<file path="src/verilog/dio_pkg.sv">
// constants, register map and carrier types of the digital I/O channel block
// assumes a 125 MHz system clock and a 32-bit classic Wishbone slave port
`default_nettype none

package dio_pkg;

  localparam int NUM_DI = 2;
  localparam int NUM_DO = 2;
  localparam int NUM_RLY = 2;
  localparam int NUM_OUT = NUM_DO + NUM_RLY;

  // timing
  localparam int CLK_MHZ = 125;
  localparam int TICK_US = 500;
  localparam int SEC_US = 1000000;
  localparam int TICK_CYCLES = TICK_US * CLK_MHZ;
  localparam int SEC_CYCLES = SEC_US * CLK_MHZ;

  // highest power-on count that software may set
  localparam logic [31:0] COUNT_INIT_MAX = 32'hFFFF654F;

  // byte offsets
  localparam logic [7:0] A_CTRL = 8'h00;
  localparam logic [7:0] A_DI_BASE = 8'h10;
  localparam logic [7:0] DI_STRIDE = 8'h10;
  localparam logic [7:0] A_DO_BASE = 8'h40;
  localparam logic [7:0] DO_STRIDE = 8'h20;
  localparam logic [7:0] A_RLY_BASE = 8'h80;
  localparam logic [7:0] RLY_STRIDE = 8'h10;
  localparam logic [7:0] R_CFG = 8'h00;
  localparam logic [7:0] R_INIT = 8'h04;
  localparam logic [7:0] R_COUNT = 8'h08;
  localparam logic [7:0] R_DI_STAT = 8'h0C;
  localparam logic [7:0] R_PCOUNT = 8'h04;
  localparam logic [7:0] R_WIDTH = 8'h08;
  localparam logic [7:0] R_DO_STAT = 8'h0C;
  localparam logic [7:0] R_DO_CMD = 8'h10;
  localparam logic [7:0] R_RLY_CMD = 8'h04;
  localparam logic [7:0] R_RLY_STAT = 8'h08;

  // field positions and reset values
  localparam int CTRL_START = 0;
  localparam int STAT_RUN = 1;
  localparam logic [31:0] CFG_RST = 32'h00000000;
  localparam logic [31:0] WIDTH_RST = 32'h00010001;
  localparam logic [31:0] PCOUNT_RST = 32'h00000000;
  localparam logic [15:0] WIDTH_MIN = 16'h0001;

  typedef enum logic [1:0] {
    EDGE_RISE = 2'b00,
    EDGE_FALL = 2'b01,
    EDGE_BOTH = 2'b10
  } edge_t;

  typedef enum logic [1:0] {
    SAFE_OFF = 2'b00,
    SAFE_ON = 2'b01,
    SAFE_HOLD = 2'b10
  } safe_t;

  typedef enum logic [1:0] {
    PG_IDLE = 2'b00,
    PG_HIGH = 2'b01,
    PG_LOW = 2'b10
  } pg_state_t;

  typedef struct packed {
    logic [15:0] filter;
    logic [10:0] rsvd;
    logic retain;
    logic pwr_run;
    edge_t edge_sel;
    logic counter_mode;
  } di_cfg_t;

  typedef struct packed {
    logic [15:0] delay;
    logic [11:0] rsvd;
    safe_t safe;
    logic pwr_on;
    logic pulse_mode;
  } do_cfg_t;

  typedef struct packed {
    logic [15:0] delay;
    logic [13:0] rsvd;
    logic safe_on;
    logic pwr_on;
  } rly_cfg_t;

  typedef struct packed {
    logic cyc;
    logic stb;
    logic we;
    logic [7:0] adr;
    logic [3:0] sel;
    logic [31:0] dat;
  } wb_req_t;

endpackage

`default_nettype wire

</file>
<file path="src/verilog/di_channel.sv">
// one input channel: debounce filter and 32-bit event counter
// assumes din synchronous to clk_sys and tick a one-cycle 500 us enable
`timescale 1ns/1ps
`default_nettype none

module di_channel (
  input wire logic clk_sys,
  input wire logic sys_rst,
  input wire logic tick,
  input wire logic din,
  input wire dio_pkg::di_cfg_t cfg,
  input wire logic load,
  input wire logic [31:0] load_val,
  input wire logic run_set,
  input wire logic run_clr,
  output logic level,
  output logic running,
  output logic [31:0] count
);
  import dio_pkg::*;

  logic [15:0] fcnt;
  logic level_q;
  logic ev;

  ////////////////////////////////////////////////////////////////////////////
  // debounce: count ticks while raw differs from accepted level
  always_ff @(posedge clk_sys)
  begin
    if (sys_rst)
    begin
      level <= 1'b0;
      fcnt <= 16'h0000;
    end
    else if (cfg.filter == 16'h0000)
    begin
      level <= din;
      fcnt <= 16'h0000;
    end
    else if (din == level)
      fcnt <= 16'h0000;
    else if (tick)
    begin
      if (16'(fcnt + 16'h0001) == cfg.filter)
      begin
        level <= din;
        fcnt <= 16'h0000;
      end
      else
        fcnt <= 16'(fcnt + 16'h0001);
    end
  end

  ////////////////////////////////////////////////////////////////////////////
  // edge select on the filtered level
  always_ff @(posedge clk_sys)
  begin
    if (sys_rst)
      level_q <= 1'b0;
    else
      level_q <= level;
  end

  always_comb
  begin
    case (cfg.edge_sel)
      EDGE_RISE: ev = level & ~level_q;
      EDGE_FALL: ev = ~level & level_q;
      EDGE_BOTH: ev = level ^ level_q;
      default: ev = 1'b0;
    endcase
  end

  ////////////////////////////////////////////////////////////////////////////
  // counter and its run state
  always_ff @(posedge clk_sys)
  begin
    if (sys_rst)
      running <= 1'b0;
    else if (run_set)
      running <= 1'b1;
    else if (run_clr)
      running <= 1'b0;
  end

  always_ff @(posedge clk_sys)
  begin
    if (sys_rst)
      count <= 32'h00000000;
    else if (load)
      count <= load_val;
    else if (cfg.counter_mode && running && ev)
      count <= 32'(count + 32'h00000001);
  end

endmodule // di_channel

`default_nettype wire

</file>
<file path="src/verilog/dio_channel_block.sv">
// digital input, output and relay channels behind a classic Wishbone slave
// assumes field inputs synchronous to clk_sys; power-up is the start command
//
// Added by the designer: the Wishbone interface to the registers and the register offsets.
`timescale 1ns/1ps
`default_nettype none

module dio_channel_block #(
  parameter int unsigned TICK_CYCLES = dio_pkg::TICK_CYCLES,
  parameter int unsigned SEC_CYCLES = dio_pkg::SEC_CYCLES
) (
  input wire logic clk_sys,
  input wire logic sys_rst,
  input wire dio_pkg::wb_req_t wb_req,
  output logic wb_ack_o,
  output logic [31:0] wb_dat_o,
  input wire logic [dio_pkg::NUM_DI-1:0] din,
  input wire logic safe_mode,
  input wire logic power_fail,
  input wire logic [dio_pkg::NUM_DI-1:0][31:0] nv_rdata,
  output logic [dio_pkg::NUM_DI-1:0] nv_we,
  output logic [dio_pkg::NUM_DI-1:0][31:0] nv_wdata,
  output logic [dio_pkg::NUM_DO-1:0] dout,
  output logic [dio_pkg::NUM_RLY-1:0] relay
);
  import dio_pkg::*;

  function automatic logic [31:0] merge(input logic [31:0] old, input logic [31:0] nw,
                                        input logic [3:0] sel);
    logic [31:0] r;
    r = old;
    for (int b = 0; b < 4; b++)
      if (sel[b])
        r[8*b +: 8] = nw[8*b +: 8];
    return r;
  endfunction

  function automatic logic hit(input logic [7:0] adr, input logic [7:0] base,
                               input logic [7:0] off);
    return adr == 8'(base + off);
  endfunction

  logic [7:0] a;
  logic acc;
  logic wr;
  logic [31:0] wd;
  logic [3:0] ws;
  logic [31:0] rdata;
  logic [31:0] tick_cnt;
  logic [31:0] sec_cnt;
  logic tick;
  logic sec_tick;
  logic started;
  logic start_p;
  logic pf_q;
  logic [15:0] dly_cfg [NUM_OUT];
  logic [NUM_OUT-1:0] dly_done;
  logic [NUM_OUT-1:0] pwr_apply;
  logic [NUM_DO-1:0] next_dout;
  logic [NUM_RLY-1:0] next_relay;
  logic [31:0] di_cfg_r [NUM_DI];
  logic [NUM_DI-1:0] di_retain;
  logic [31:0] di_init_r [NUM_DI];
  logic [31:0] di_cnt_r [NUM_DI];
  logic [31:0] di_stat_r [NUM_DI];
  logic [31:0] do_cfg_r [NUM_DO];
  logic [31:0] do_pcnt_r [NUM_DO];
  logic [31:0] do_width_r [NUM_DO];
  logic [31:0] do_stat_r [NUM_DO];
  logic [31:0] do_cmd_r [NUM_DO];
  logic [31:0] rly_cfg_r [NUM_RLY];
  logic [31:0] rly_cmd_r [NUM_RLY];
  logic [31:0] rly_stat_r [NUM_RLY];

  assign a = {wb_req.adr[7:2], 2'b00};
  assign acc = wb_req.cyc & wb_req.stb & ~wb_ack_o;
  assign wr = acc & wb_req.we;
  assign wd = wb_req.dat;
  assign ws = wb_req.sel;

  ////////////////////////////////////////////////////////////////////////////
  // 500 us tick and 1 s tick
  always_ff @(posedge clk_sys)
  begin
    if (sys_rst || tick_cnt == 32'(TICK_CYCLES - 1))
      tick_cnt <= 32'h00000000;
    else
      tick_cnt <= 32'(tick_cnt + 32'h00000001);
  end

  always_ff @(posedge clk_sys)
  begin
    if (sys_rst || sec_cnt == 32'(SEC_CYCLES - 1))
      sec_cnt <= 32'h00000000;
    else
      sec_cnt <= 32'(sec_cnt + 32'h00000001);
  end

  always_ff @(posedge clk_sys)
  begin
    if (sys_rst)
    begin
      tick <= 1'b0;
      sec_tick <= 1'b0;
    end
    else
    begin
      tick <= tick_cnt == 32'(TICK_CYCLES - 1);
      sec_tick <= sec_cnt == 32'(SEC_CYCLES - 1);
    end
  end

  ////////////////////////////////////////////////////////////////////////////
  // power-up start, accepted once per reset
  always_ff @(posedge clk_sys)
  begin
    if (sys_rst)
    begin
      started <= 1'b0;
      start_p <= 1'b0;
    end
    else
    begin
      start_p <= wr && a == A_CTRL && ws[0] && wd[CTRL_START] && !started && !start_p;
      if (start_p)
        started <= 1'b1;
    end
  end

  ////////////////////////////////////////////////////////////////////////////
  // power loss: hand retained counts to nonvolatile store
  always_ff @(posedge clk_sys)
  begin
    if (sys_rst)
    begin
      pf_q <= 1'b0;
      nv_we <= '0;
      nv_wdata <= '0;
    end
    else
    begin
      pf_q <= power_fail;
      for (int i = 0; i < NUM_DI; i++)
      begin
        nv_we[i] <= power_fail && !pf_q && di_retain[i];
        if (power_fail && !pf_q)
          nv_wdata[i] <= di_cnt_r[i];
      end
    end
  end

  ////////////////////////////////////////////////////////////////////////////
  // input channels
  for (genvar i = 0; i < NUM_DI; i++)
  begin : g_di
    localparam logic [7:0] B = 8'(A_DI_BASE + DI_STRIDE * i);
    di_cfg_t cfg;
    logic [31:0] init;
    logic [31:0] m;
    logic w_cnt;
    logic w_stat;
    logic level;
    logic running;
    logic [31:0] count;

    assign w_cnt = wr && hit(a, B, R_COUNT);
    assign w_stat = wr && hit(a, B, R_DI_STAT) && ws[0];
    assign m = merge(init, wd, ws);

    always_ff @(posedge clk_sys)
    begin
      if (sys_rst)
      begin
        cfg <= di_cfg_t'(CFG_RST);
        init <= CFG_RST;
      end
      else
      begin
        if (wr && hit(a, B, R_CFG))
          cfg <= di_cfg_t'(merge(cfg, wd, ws));
        if (wr && hit(a, B, R_INIT))
          init <= (m > COUNT_INIT_MAX) ? COUNT_INIT_MAX : m;
      end
    end

    di_channel di_channel_inst (
      .clk_sys(clk_sys),
      .sys_rst(sys_rst),
      .tick(tick),
      .din(din[i]),
      .cfg(cfg),
      .load(start_p || w_cnt),
      .load_val(w_cnt ? merge(count, wd, ws) : (cfg.retain ? nv_rdata[i] : init)),
      .run_set((start_p && cfg.pwr_run) || (w_stat && wd[STAT_RUN])),
      .run_clr(w_stat && !wd[STAT_RUN]),
      .level(level),
      .running(running),
      .count(count)
    );

    assign di_cfg_r[i] = cfg;
    assign di_retain[i] = cfg.retain;
    assign di_init_r[i] = init;
    assign di_cnt_r[i] = count;
    assign di_stat_r[i] = {30'h00000000, running, level};
  end

  ////////////////////////////////////////////////////////////////////////////
  // power-on delay in whole seconds, one per output and relay
  for (genvar k = 0; k < NUM_OUT; k++)
  begin : g_dly
    logic [15:0] left;
    logic done;
    logic apply;

    always_ff @(posedge clk_sys)
    begin
      if (sys_rst)
      begin
        left <= 16'h0000;
        done <= 1'b0;
        apply <= 1'b0;
      end
      else
      begin
        apply <= 1'b0;
        if (start_p)
        begin
          left <= dly_cfg[k];
          done <= dly_cfg[k] == 16'h0000;
          apply <= dly_cfg[k] == 16'h0000;
        end
        else if (sec_tick && left != 16'h0000)
        begin
          left <= 16'(left - 16'h0001);
          done <= left == 16'h0001;
          apply <= left == 16'h0001;
        end
      end
    end

    assign dly_done[k] = done;
    assign pwr_apply[k] = apply;
  end

  ////////////////////////////////////////////////////////////////////////////
  // output channels: level or pulse
  for (genvar j = 0; j < NUM_DO; j++)
  begin : g_do
    localparam logic [7:0] B = 8'(A_DO_BASE + DO_STRIDE * j);
    do_cfg_t cfg;
    logic [31:0] pcnt;
    logic [31:0] width;
    logic [31:0] left;
    logic [15:0] phase;
    logic [15:0] on_w;
    logic [15:0] off_w;
    logic level;
    logic run;
    logic eff_run;
    logic w_cmd;
    pg_state_t st;

    assign w_cmd = wr && hit(a, B, R_DO_CMD) && ws[0];
    assign on_w = (width[15:0] < WIDTH_MIN) ? WIDTH_MIN : width[15:0];
    assign off_w = (width[31:16] < WIDTH_MIN) ? WIDTH_MIN : width[31:16];
    assign dly_cfg[j] = cfg.delay;

    always_ff @(posedge clk_sys)
    begin
      if (sys_rst)
      begin
        cfg <= do_cfg_t'(CFG_RST);
        pcnt <= PCOUNT_RST;
        width <= WIDTH_RST;
      end
      else
      begin
        if (wr && hit(a, B, R_CFG))
          cfg <= do_cfg_t'(merge(cfg, wd, ws));
        if (wr && hit(a, B, R_PCOUNT))
          pcnt <= merge(pcnt, wd, ws);
        if (wr && hit(a, B, R_WIDTH))
          width <= merge(width, wd, ws);
      end
    end

    always_ff @(posedge clk_sys)
    begin
      if (sys_rst)
        level <= 1'b0;
      else if (pwr_apply[j] && !cfg.pulse_mode)
        level <= cfg.pwr_on;
      else if (w_cmd && !cfg.pulse_mode)
        level <= wd[0];
    end

    always_comb
    begin
      case (cfg.safe)
        SAFE_ON: eff_run = safe_mode | run;
        SAFE_OFF: eff_run = ~safe_mode & run;
        default: eff_run = run;
      endcase
    end

    // burst sequencer, advances on the 500 us tick
    always_ff @(posedge clk_sys)
    begin
      if (sys_rst)
      begin
        st <= PG_IDLE;
        run <= 1'b0;
        left <= 32'h00000000;
        phase <= 16'h0000;
      end
      else
      begin
        if (!eff_run || !cfg.pulse_mode || !dly_done[j])
          st <= PG_IDLE;
        else if (tick)
        begin
          case (st)
            PG_IDLE:
            begin
              st <= PG_HIGH;
              phase <= on_w;
              if (left == 32'h00000000)
                left <= pcnt;
            end
            PG_HIGH:
            begin
              if (phase <= 16'h0001)
              begin
                st <= PG_LOW;
                phase <= off_w;
              end
              else
                phase <= 16'(phase - 16'h0001);
            end
            PG_LOW:
            begin
              if (phase > 16'h0001)
                phase <= 16'(phase - 16'h0001);
              else if (pcnt != 32'h00000000 && left <= 32'h00000001)
              begin
                st <= PG_IDLE;
                run <= 1'b0;
                left <= 32'h00000000;
              end
              else
              begin
                st <= PG_HIGH;
                phase <= on_w;
                if (pcnt != 32'h00000000)
                  left <= 32'(left - 32'h00000001);
              end
            end
            default: st <= PG_IDLE;
          endcase
        end
        // trigger after the sequencer so a new start wins over burst end
        if (pwr_apply[j] && cfg.pulse_mode)
        begin
          run <= cfg.pwr_on;
          left <= pcnt;
        end
        else if (w_cmd && cfg.pulse_mode)
        begin
          run <= wd[0];
          left <= pcnt;
        end
      end
    end

    always_comb
    begin
      if (cfg.pulse_mode)
        next_dout[j] = st == PG_HIGH;
      else if (safe_mode)
        next_dout[j] = cfg.safe == SAFE_ON;
      else
        next_dout[j] = dly_done[j] & level;
    end

    assign do_cfg_r[j] = cfg;
    assign do_pcnt_r[j] = pcnt;
    assign do_width_r[j] = width;
    assign do_stat_r[j] = {29'h00000000, dly_done[j], run, dout[j]};
    assign do_cmd_r[j] = {31'h00000000, level};
  end

  ////////////////////////////////////////////////////////////////////////////
  // relay channels
  for (genvar r = 0; r < NUM_RLY; r++)
  begin : g_rly
    localparam logic [7:0] B = 8'(A_RLY_BASE + RLY_STRIDE * r);
    rly_cfg_t cfg;
    logic state;

    assign dly_cfg[NUM_DO + r] = cfg.delay;

    always_ff @(posedge clk_sys)
    begin
      if (sys_rst)
        cfg <= rly_cfg_t'(CFG_RST);
      else if (wr && hit(a, B, R_CFG))
        cfg <= rly_cfg_t'(merge(cfg, wd, ws));
    end

    always_ff @(posedge clk_sys)
    begin
      if (sys_rst)
        state <= 1'b0;
      else if (pwr_apply[NUM_DO + r])
        state <= cfg.pwr_on;
      else if (wr && hit(a, B, R_RLY_CMD) && ws[0])
        state <= wd[0];
    end

    assign next_relay[r] = safe_mode ? cfg.safe_on : (dly_done[NUM_DO + r] & state);
    assign rly_cfg_r[r] = cfg;
    assign rly_cmd_r[r] = {31'h00000000, state};
    assign rly_stat_r[r] = {30'h00000000, dly_done[NUM_DO + r], relay[r]};
  end

  always_ff @(posedge clk_sys)
  begin
    if (sys_rst)
    begin
      dout <= '0;
      relay <= '0;
    end
    else
    begin
      dout <= next_dout;
      relay <= next_relay;
    end
  end

  ////////////////////////////////////////////////////////////////////////////
  // read mux and bus answer; unmapped reads give zero
  always_comb
  begin
    rdata = 32'h00000000;
    if (a == A_CTRL)
      rdata = {31'h00000000, started};
    for (int i = 0; i < NUM_DI; i++)
    begin
      if (hit(a, 8'(A_DI_BASE + DI_STRIDE * i), R_CFG))
        rdata = di_cfg_r[i];
      if (hit(a, 8'(A_DI_BASE + DI_STRIDE * i), R_INIT))
        rdata = di_init_r[i];
      if (hit(a, 8'(A_DI_BASE + DI_STRIDE * i), R_COUNT))
        rdata = di_cnt_r[i];
      if (hit(a, 8'(A_DI_BASE + DI_STRIDE * i), R_DI_STAT))
        rdata = di_stat_r[i];
    end
    for (int j = 0; j < NUM_DO; j++)
    begin
      if (hit(a, 8'(A_DO_BASE + DO_STRIDE * j), R_CFG))
        rdata = do_cfg_r[j];
      if (hit(a, 8'(A_DO_BASE + DO_STRIDE * j), R_PCOUNT))
        rdata = do_pcnt_r[j];
      if (hit(a, 8'(A_DO_BASE + DO_STRIDE * j), R_WIDTH))
        rdata = do_width_r[j];
      if (hit(a, 8'(A_DO_BASE + DO_STRIDE * j), R_DO_STAT))
        rdata = do_stat_r[j];
      if (hit(a, 8'(A_DO_BASE + DO_STRIDE * j), R_DO_CMD))
        rdata = do_cmd_r[j];
    end
    for (int r = 0; r < NUM_RLY; r++)
    begin
      if (hit(a, 8'(A_RLY_BASE + RLY_STRIDE * r), R_CFG))
        rdata = rly_cfg_r[r];
      if (hit(a, 8'(A_RLY_BASE + RLY_STRIDE * r), R_RLY_CMD))
        rdata = rly_cmd_r[r];
      if (hit(a, 8'(A_RLY_BASE + RLY_STRIDE * r), R_RLY_STAT))
        rdata = rly_stat_r[r];
    end
  end

  always_ff @(posedge clk_sys)
  begin
    if (sys_rst)
    begin
      wb_ack_o <= 1'b0;
      wb_dat_o <= 32'h00000000;
    end
    else
    begin
      wb_ack_o <= acc;
      if (acc && !wb_req.we)
        wb_dat_o <= rdata;
    end
  end

endmodule // dio_channel_block

`default_nettype wire

</file>
<file path="config.mk">
export PLATFORM = sky130hd
export DESIGN_NAME = dio_channel_block
export DESIGN_NICKNAME = d
export VERILOG_FILES = /design/src/verilog/dio_pkg.sv /design/src/verilog/di_channel.sv /design/src/verilog/dio_channel_block.sv
export SDC_FILE = /design/constraint.sdc
export NUM_CORES = 2
export LEC_CHECK = 0
export ABC_AREA = 1
export BUFFER_PORTS_ARGS = -buffer_cell sky130_fd_sc_hd__buf_4
export CAP_MARGIN = 10
export CORE_MARGIN = 3
export CORE_UTILIZATION = 46
export CTS_CLUSTER_DIAMETER = 120
export CTS_CLUSTER_SIZE = 8
export DETAILED_ROUTE_END_ITERATION = 16
export GPL_TIMING_DRIVEN = 0
export MAX_ROUTING_LAYER = met4
export PLACE_DENSITY = 0.71
export SLEW_MARGIN = 30
export SYNTH_ARGS = -nofsm -noshare
export SYNTH_HDL_FRONTEND = slang
export SYNTH_SLANG_ARGS = --single-unit
</file>
<file path="constraint.sdc">
create_clock -name clk_sys -period 2.8 [get_ports clk_sys]
set_clock_uncertainty 0.05 [all_clocks]
set_input_delay 0.42 -clock clk_sys [delete_from_list [all_inputs] [get_ports clk_sys]]
set_output_delay 0.42 -clock clk_sys [all_outputs]
set_load 0.02 [all_outputs]
</file>
==> results by group <==
Outcome
  – Status: finished, violations left
  – Violated checks: DRC, setup timing

Pwr
  – Leak pwr: just over 20 nW
  – PwrDens: around 500 nW/µm²
  – Peak VDD IR: 0.482 mV

Setup path
  – Critical Path End Type: flop
  – WP data arrival: 3.52 ns
  – CP max FO: 3
  – Crit start category: flop
  – Worst EP required: about 3.3 ns
  – Crit path kind: reg -> reg

Place
  – Buffers on Ports: around 210
  – Global placement routability congestion: between 1 and 1.5
  – HPWL Detailed: between 150000 and 200000 µm

Timing
  – Unrepaired setup endpoints after global routing: yes
  – Rel. slew slack: 0.234
  – Setup_tns: -3.09 ns
  – WHS: approximately 0.037 ns
  – Max Transition Viols Final: 0
  – Hold Violations, Final: 0
  – Fin crit share: 1.07
  – Final Setup Violations: 55
  – Fin worst setup slack: -0.190 ns
  – Fmax: 334 MHz
  – Final worst path period need: ~3.0 ns
  – Actual slew at the worst max-slew pin: 1.15 ns

Die
  – Initial Utilization: 0.468
  – Die area: about 100000 µm²
  – Core footprint: 92500 µm²
  – Die Wd: approximately 310 µm
  – Num rows: between 100 and 150
  – I/O pins: 220
  – Die height: ~310 µm

Synth
  – Largest area contributor in the netlist: dfxtp_1
  – Post-synthesis sequential area ratio: 0.387
  – Post-synth top cells: 923 x nand2_1, 836 x dfxtp_1, 818 x a21oi_1, 789 x o21ai_0, 702 x inv_1
  – Top cell type's share of synthesized area: 0.387
  – Distinct cell type count after synthesis: 69
  – Syn avg cell area: 6.90 µm²
  – Syn Nets: 6420
  – Synth Cell Area: ~43000 µm²
  – Synth async-reset ratio: 0
  – Synthesis-stage register bit count: between 800 and 900
  – Yosys warnings: 0
  – Top FF cell, synth: dfxtp_1
  – Post-synth EDFFs: 0
  – Top post-synthesis cells by area: dfxtp_1 39%, a21oi_1 9.5%, o21ai_0 9.1%, nand2_1 8.0%, inv_1 6.1%
  – Syn Inst Count: approximately 6300
  – Top-count cell post-synth: nand2_1

Drt
  – Total wire length: ~220000 µm
  – Avg WL per Cell: roughly 27 µm
  – Vias per cell: between 6 and 7
  – Vias post-DR: 50993
  – Drt drc: 2
  – Detail Route Antenna Nets: 0
  – Detailed Routing Iterations Pass 1: 16
  – Iter 0 DRT Violations: 7980

Layout
  – Share of layout cells above drive strength 1: 0.156
  – Fillers: 8916
  – Final #Nets: 6862
  – Area Growth Syn to Fin: 22.8%

CTS
  – H-Tree Depth: 3
  – CTS tree: yes
  – Clk_lat worst skew: 0.73 ns
  – CTS Sinks: 836
  – Clock Tree Buf Depth: 3
  – Root buffer cell: clkbuf_16
  – CTS Buf Count: between 100 and 150
  – Clk slew on worst S/H paths: 0.05 ns

Global route
  – Vias in the first global route: 45048
  – Largest net degree at the start of global routing: 16
  – Initial antenna violation count: 18
  – First-pass GRT wire length: between 300000 and 400000 µm
  – GRT Util Overall: 0.426
  – GR Overflow Total: 0

Hold path
  – HP Class: in -> reg

Run
  – Maxcap violations: 0
-- per-stage QoR --
stage	util	cells	setup WS, ns	cell area (µm²)	total power [W]
3_5_place_dp	0.505	7733	-1.66	46700	0.0139
4_1_cts	0.550	7893	0.0000664	50800	0.0263
2_1_floorplan	-	6269	0.103	43300	0.0129
3_3_place_gp	0.502	7726	-2.06	46400	0.0139
5_1_grt	0.574	7973	-0.347	53100	0.0270
6_report	0.574	7982	-0.190	53100	0.0266
-- metal layers --
layer,share of wire,global-route usage
met1,0.37,0.542
met5,0,-
met3,0.14,0.129
met4,0.077,0.264
met2,0.40,0.588
-- cells by family after synthesis --
logic type	synth area share
buf+inv	0.0937
mux	0.000231
compound gates	0.272
xor+xnor	0.0312
simple gates	0.206
fa+ha+maj	0.00983
flops	0.387
-- flip-flops by register name (all words and copies together) (netlist names), 64 cells and up --
signal and count:
di_cfg_r 64, dly_cfg 64, g_di.di_channel_inst.count 64, g_di.init 64
g_dly.left 64, g_do.left 64, g_do.pcnt 64, g_do.width 64
nv_wdata 64
-- power breakdown --
part	switching, W	internal (W)
registers	0.0000624	0.0120
clock network	0.00543	0.00724
logic	0.00138	0.000451
-- path summary, 6_finish.rpt --
check                    from     endpoint  slack, ns  depth (start not counted)
setup / recovery   sec_cnt[1]  sec_cnt[28]      -0.19                         18
hold / removal      safe_mode     relay[1]       0.04                          3
setup reg to reg   sec_cnt[1]  sec_cnt[28]      -0.19                         18
hold reg to reg   tick_cnt[0]  tick_cnt[0]       0.38                          1
-- layout make-up --
type	instances	area (µm²)	area share
Timing Repair Buffer	328	2660	0.0501
Buffer	349	1590	0.0300
Tap cell	1243	1560	0.0293
Antenna cell	23	57.6	0.00108
Multi-Input combinational cell	4357	24700	0.466
Sequential cell	836	16800	0.316
Clock buffer	115	2880	0.0542
Clock inverter	6	100	0.00188
Inverter	725	2750	0.0517
-- what timing repair did --
action	4_1_cts	5_1_grt
endpoints found under the hold margin	6	0
setup endpoints to repair	634	392
buffers inserted	34	67
gates cloned	0	2
pin swaps	22	133
resized for setup	293	501
hold buffers	6	0
-- worst max-delay path, stage by stage (launching register included) --
cell and delay (ns):
dfxtp_4 0.37, ha_4 0.15, nand2_4 0.05, nor2_4 0.11
nand2_2 0.09, nor3_4 0.19, nand2_2 0.11, nor4_4 0.35
nand2_2 0.14, nor4_4 0.26, nand2_1 0.11, nor2_2 0.14
nand2_1 0.10, nor2_2 0.16, nand3_2 0.12, nor2_2 0.14
nand2_2 0.06, nor2_2 0.13, nor3b_2 0.05
-- layout by cell type, fill, tap and decap left out, types with 31 or more instances in the layout --
cell type,netlist,final
o211ai_1,38,38
a211oi_1,61,60
nand2_1,923,887
o22ai_1,58,42
o221ai_1,31,31
o21ai_2,1,46
a31oi_1,68,64
nor3_1,90,77
clkbuf_16,0,116
nor2_1,596,518
nand3_1,217,199
nor2_2,9,42
nand4_1,95,95
dfxtp_1,836,806
inv_1,702,689
o21ai_0,789,715
nor4_1,86,65
xor2_1,126,122
a221oi_1,70,63
buf_4,1,318
a21oi_1,818,782
clkbuf_1,335,198
a21oi_2,0,33
nor2_4,0,45
clkbuf_2,0,99
o2111ai_2,0,38
Power figures use the tool's default switching activity.
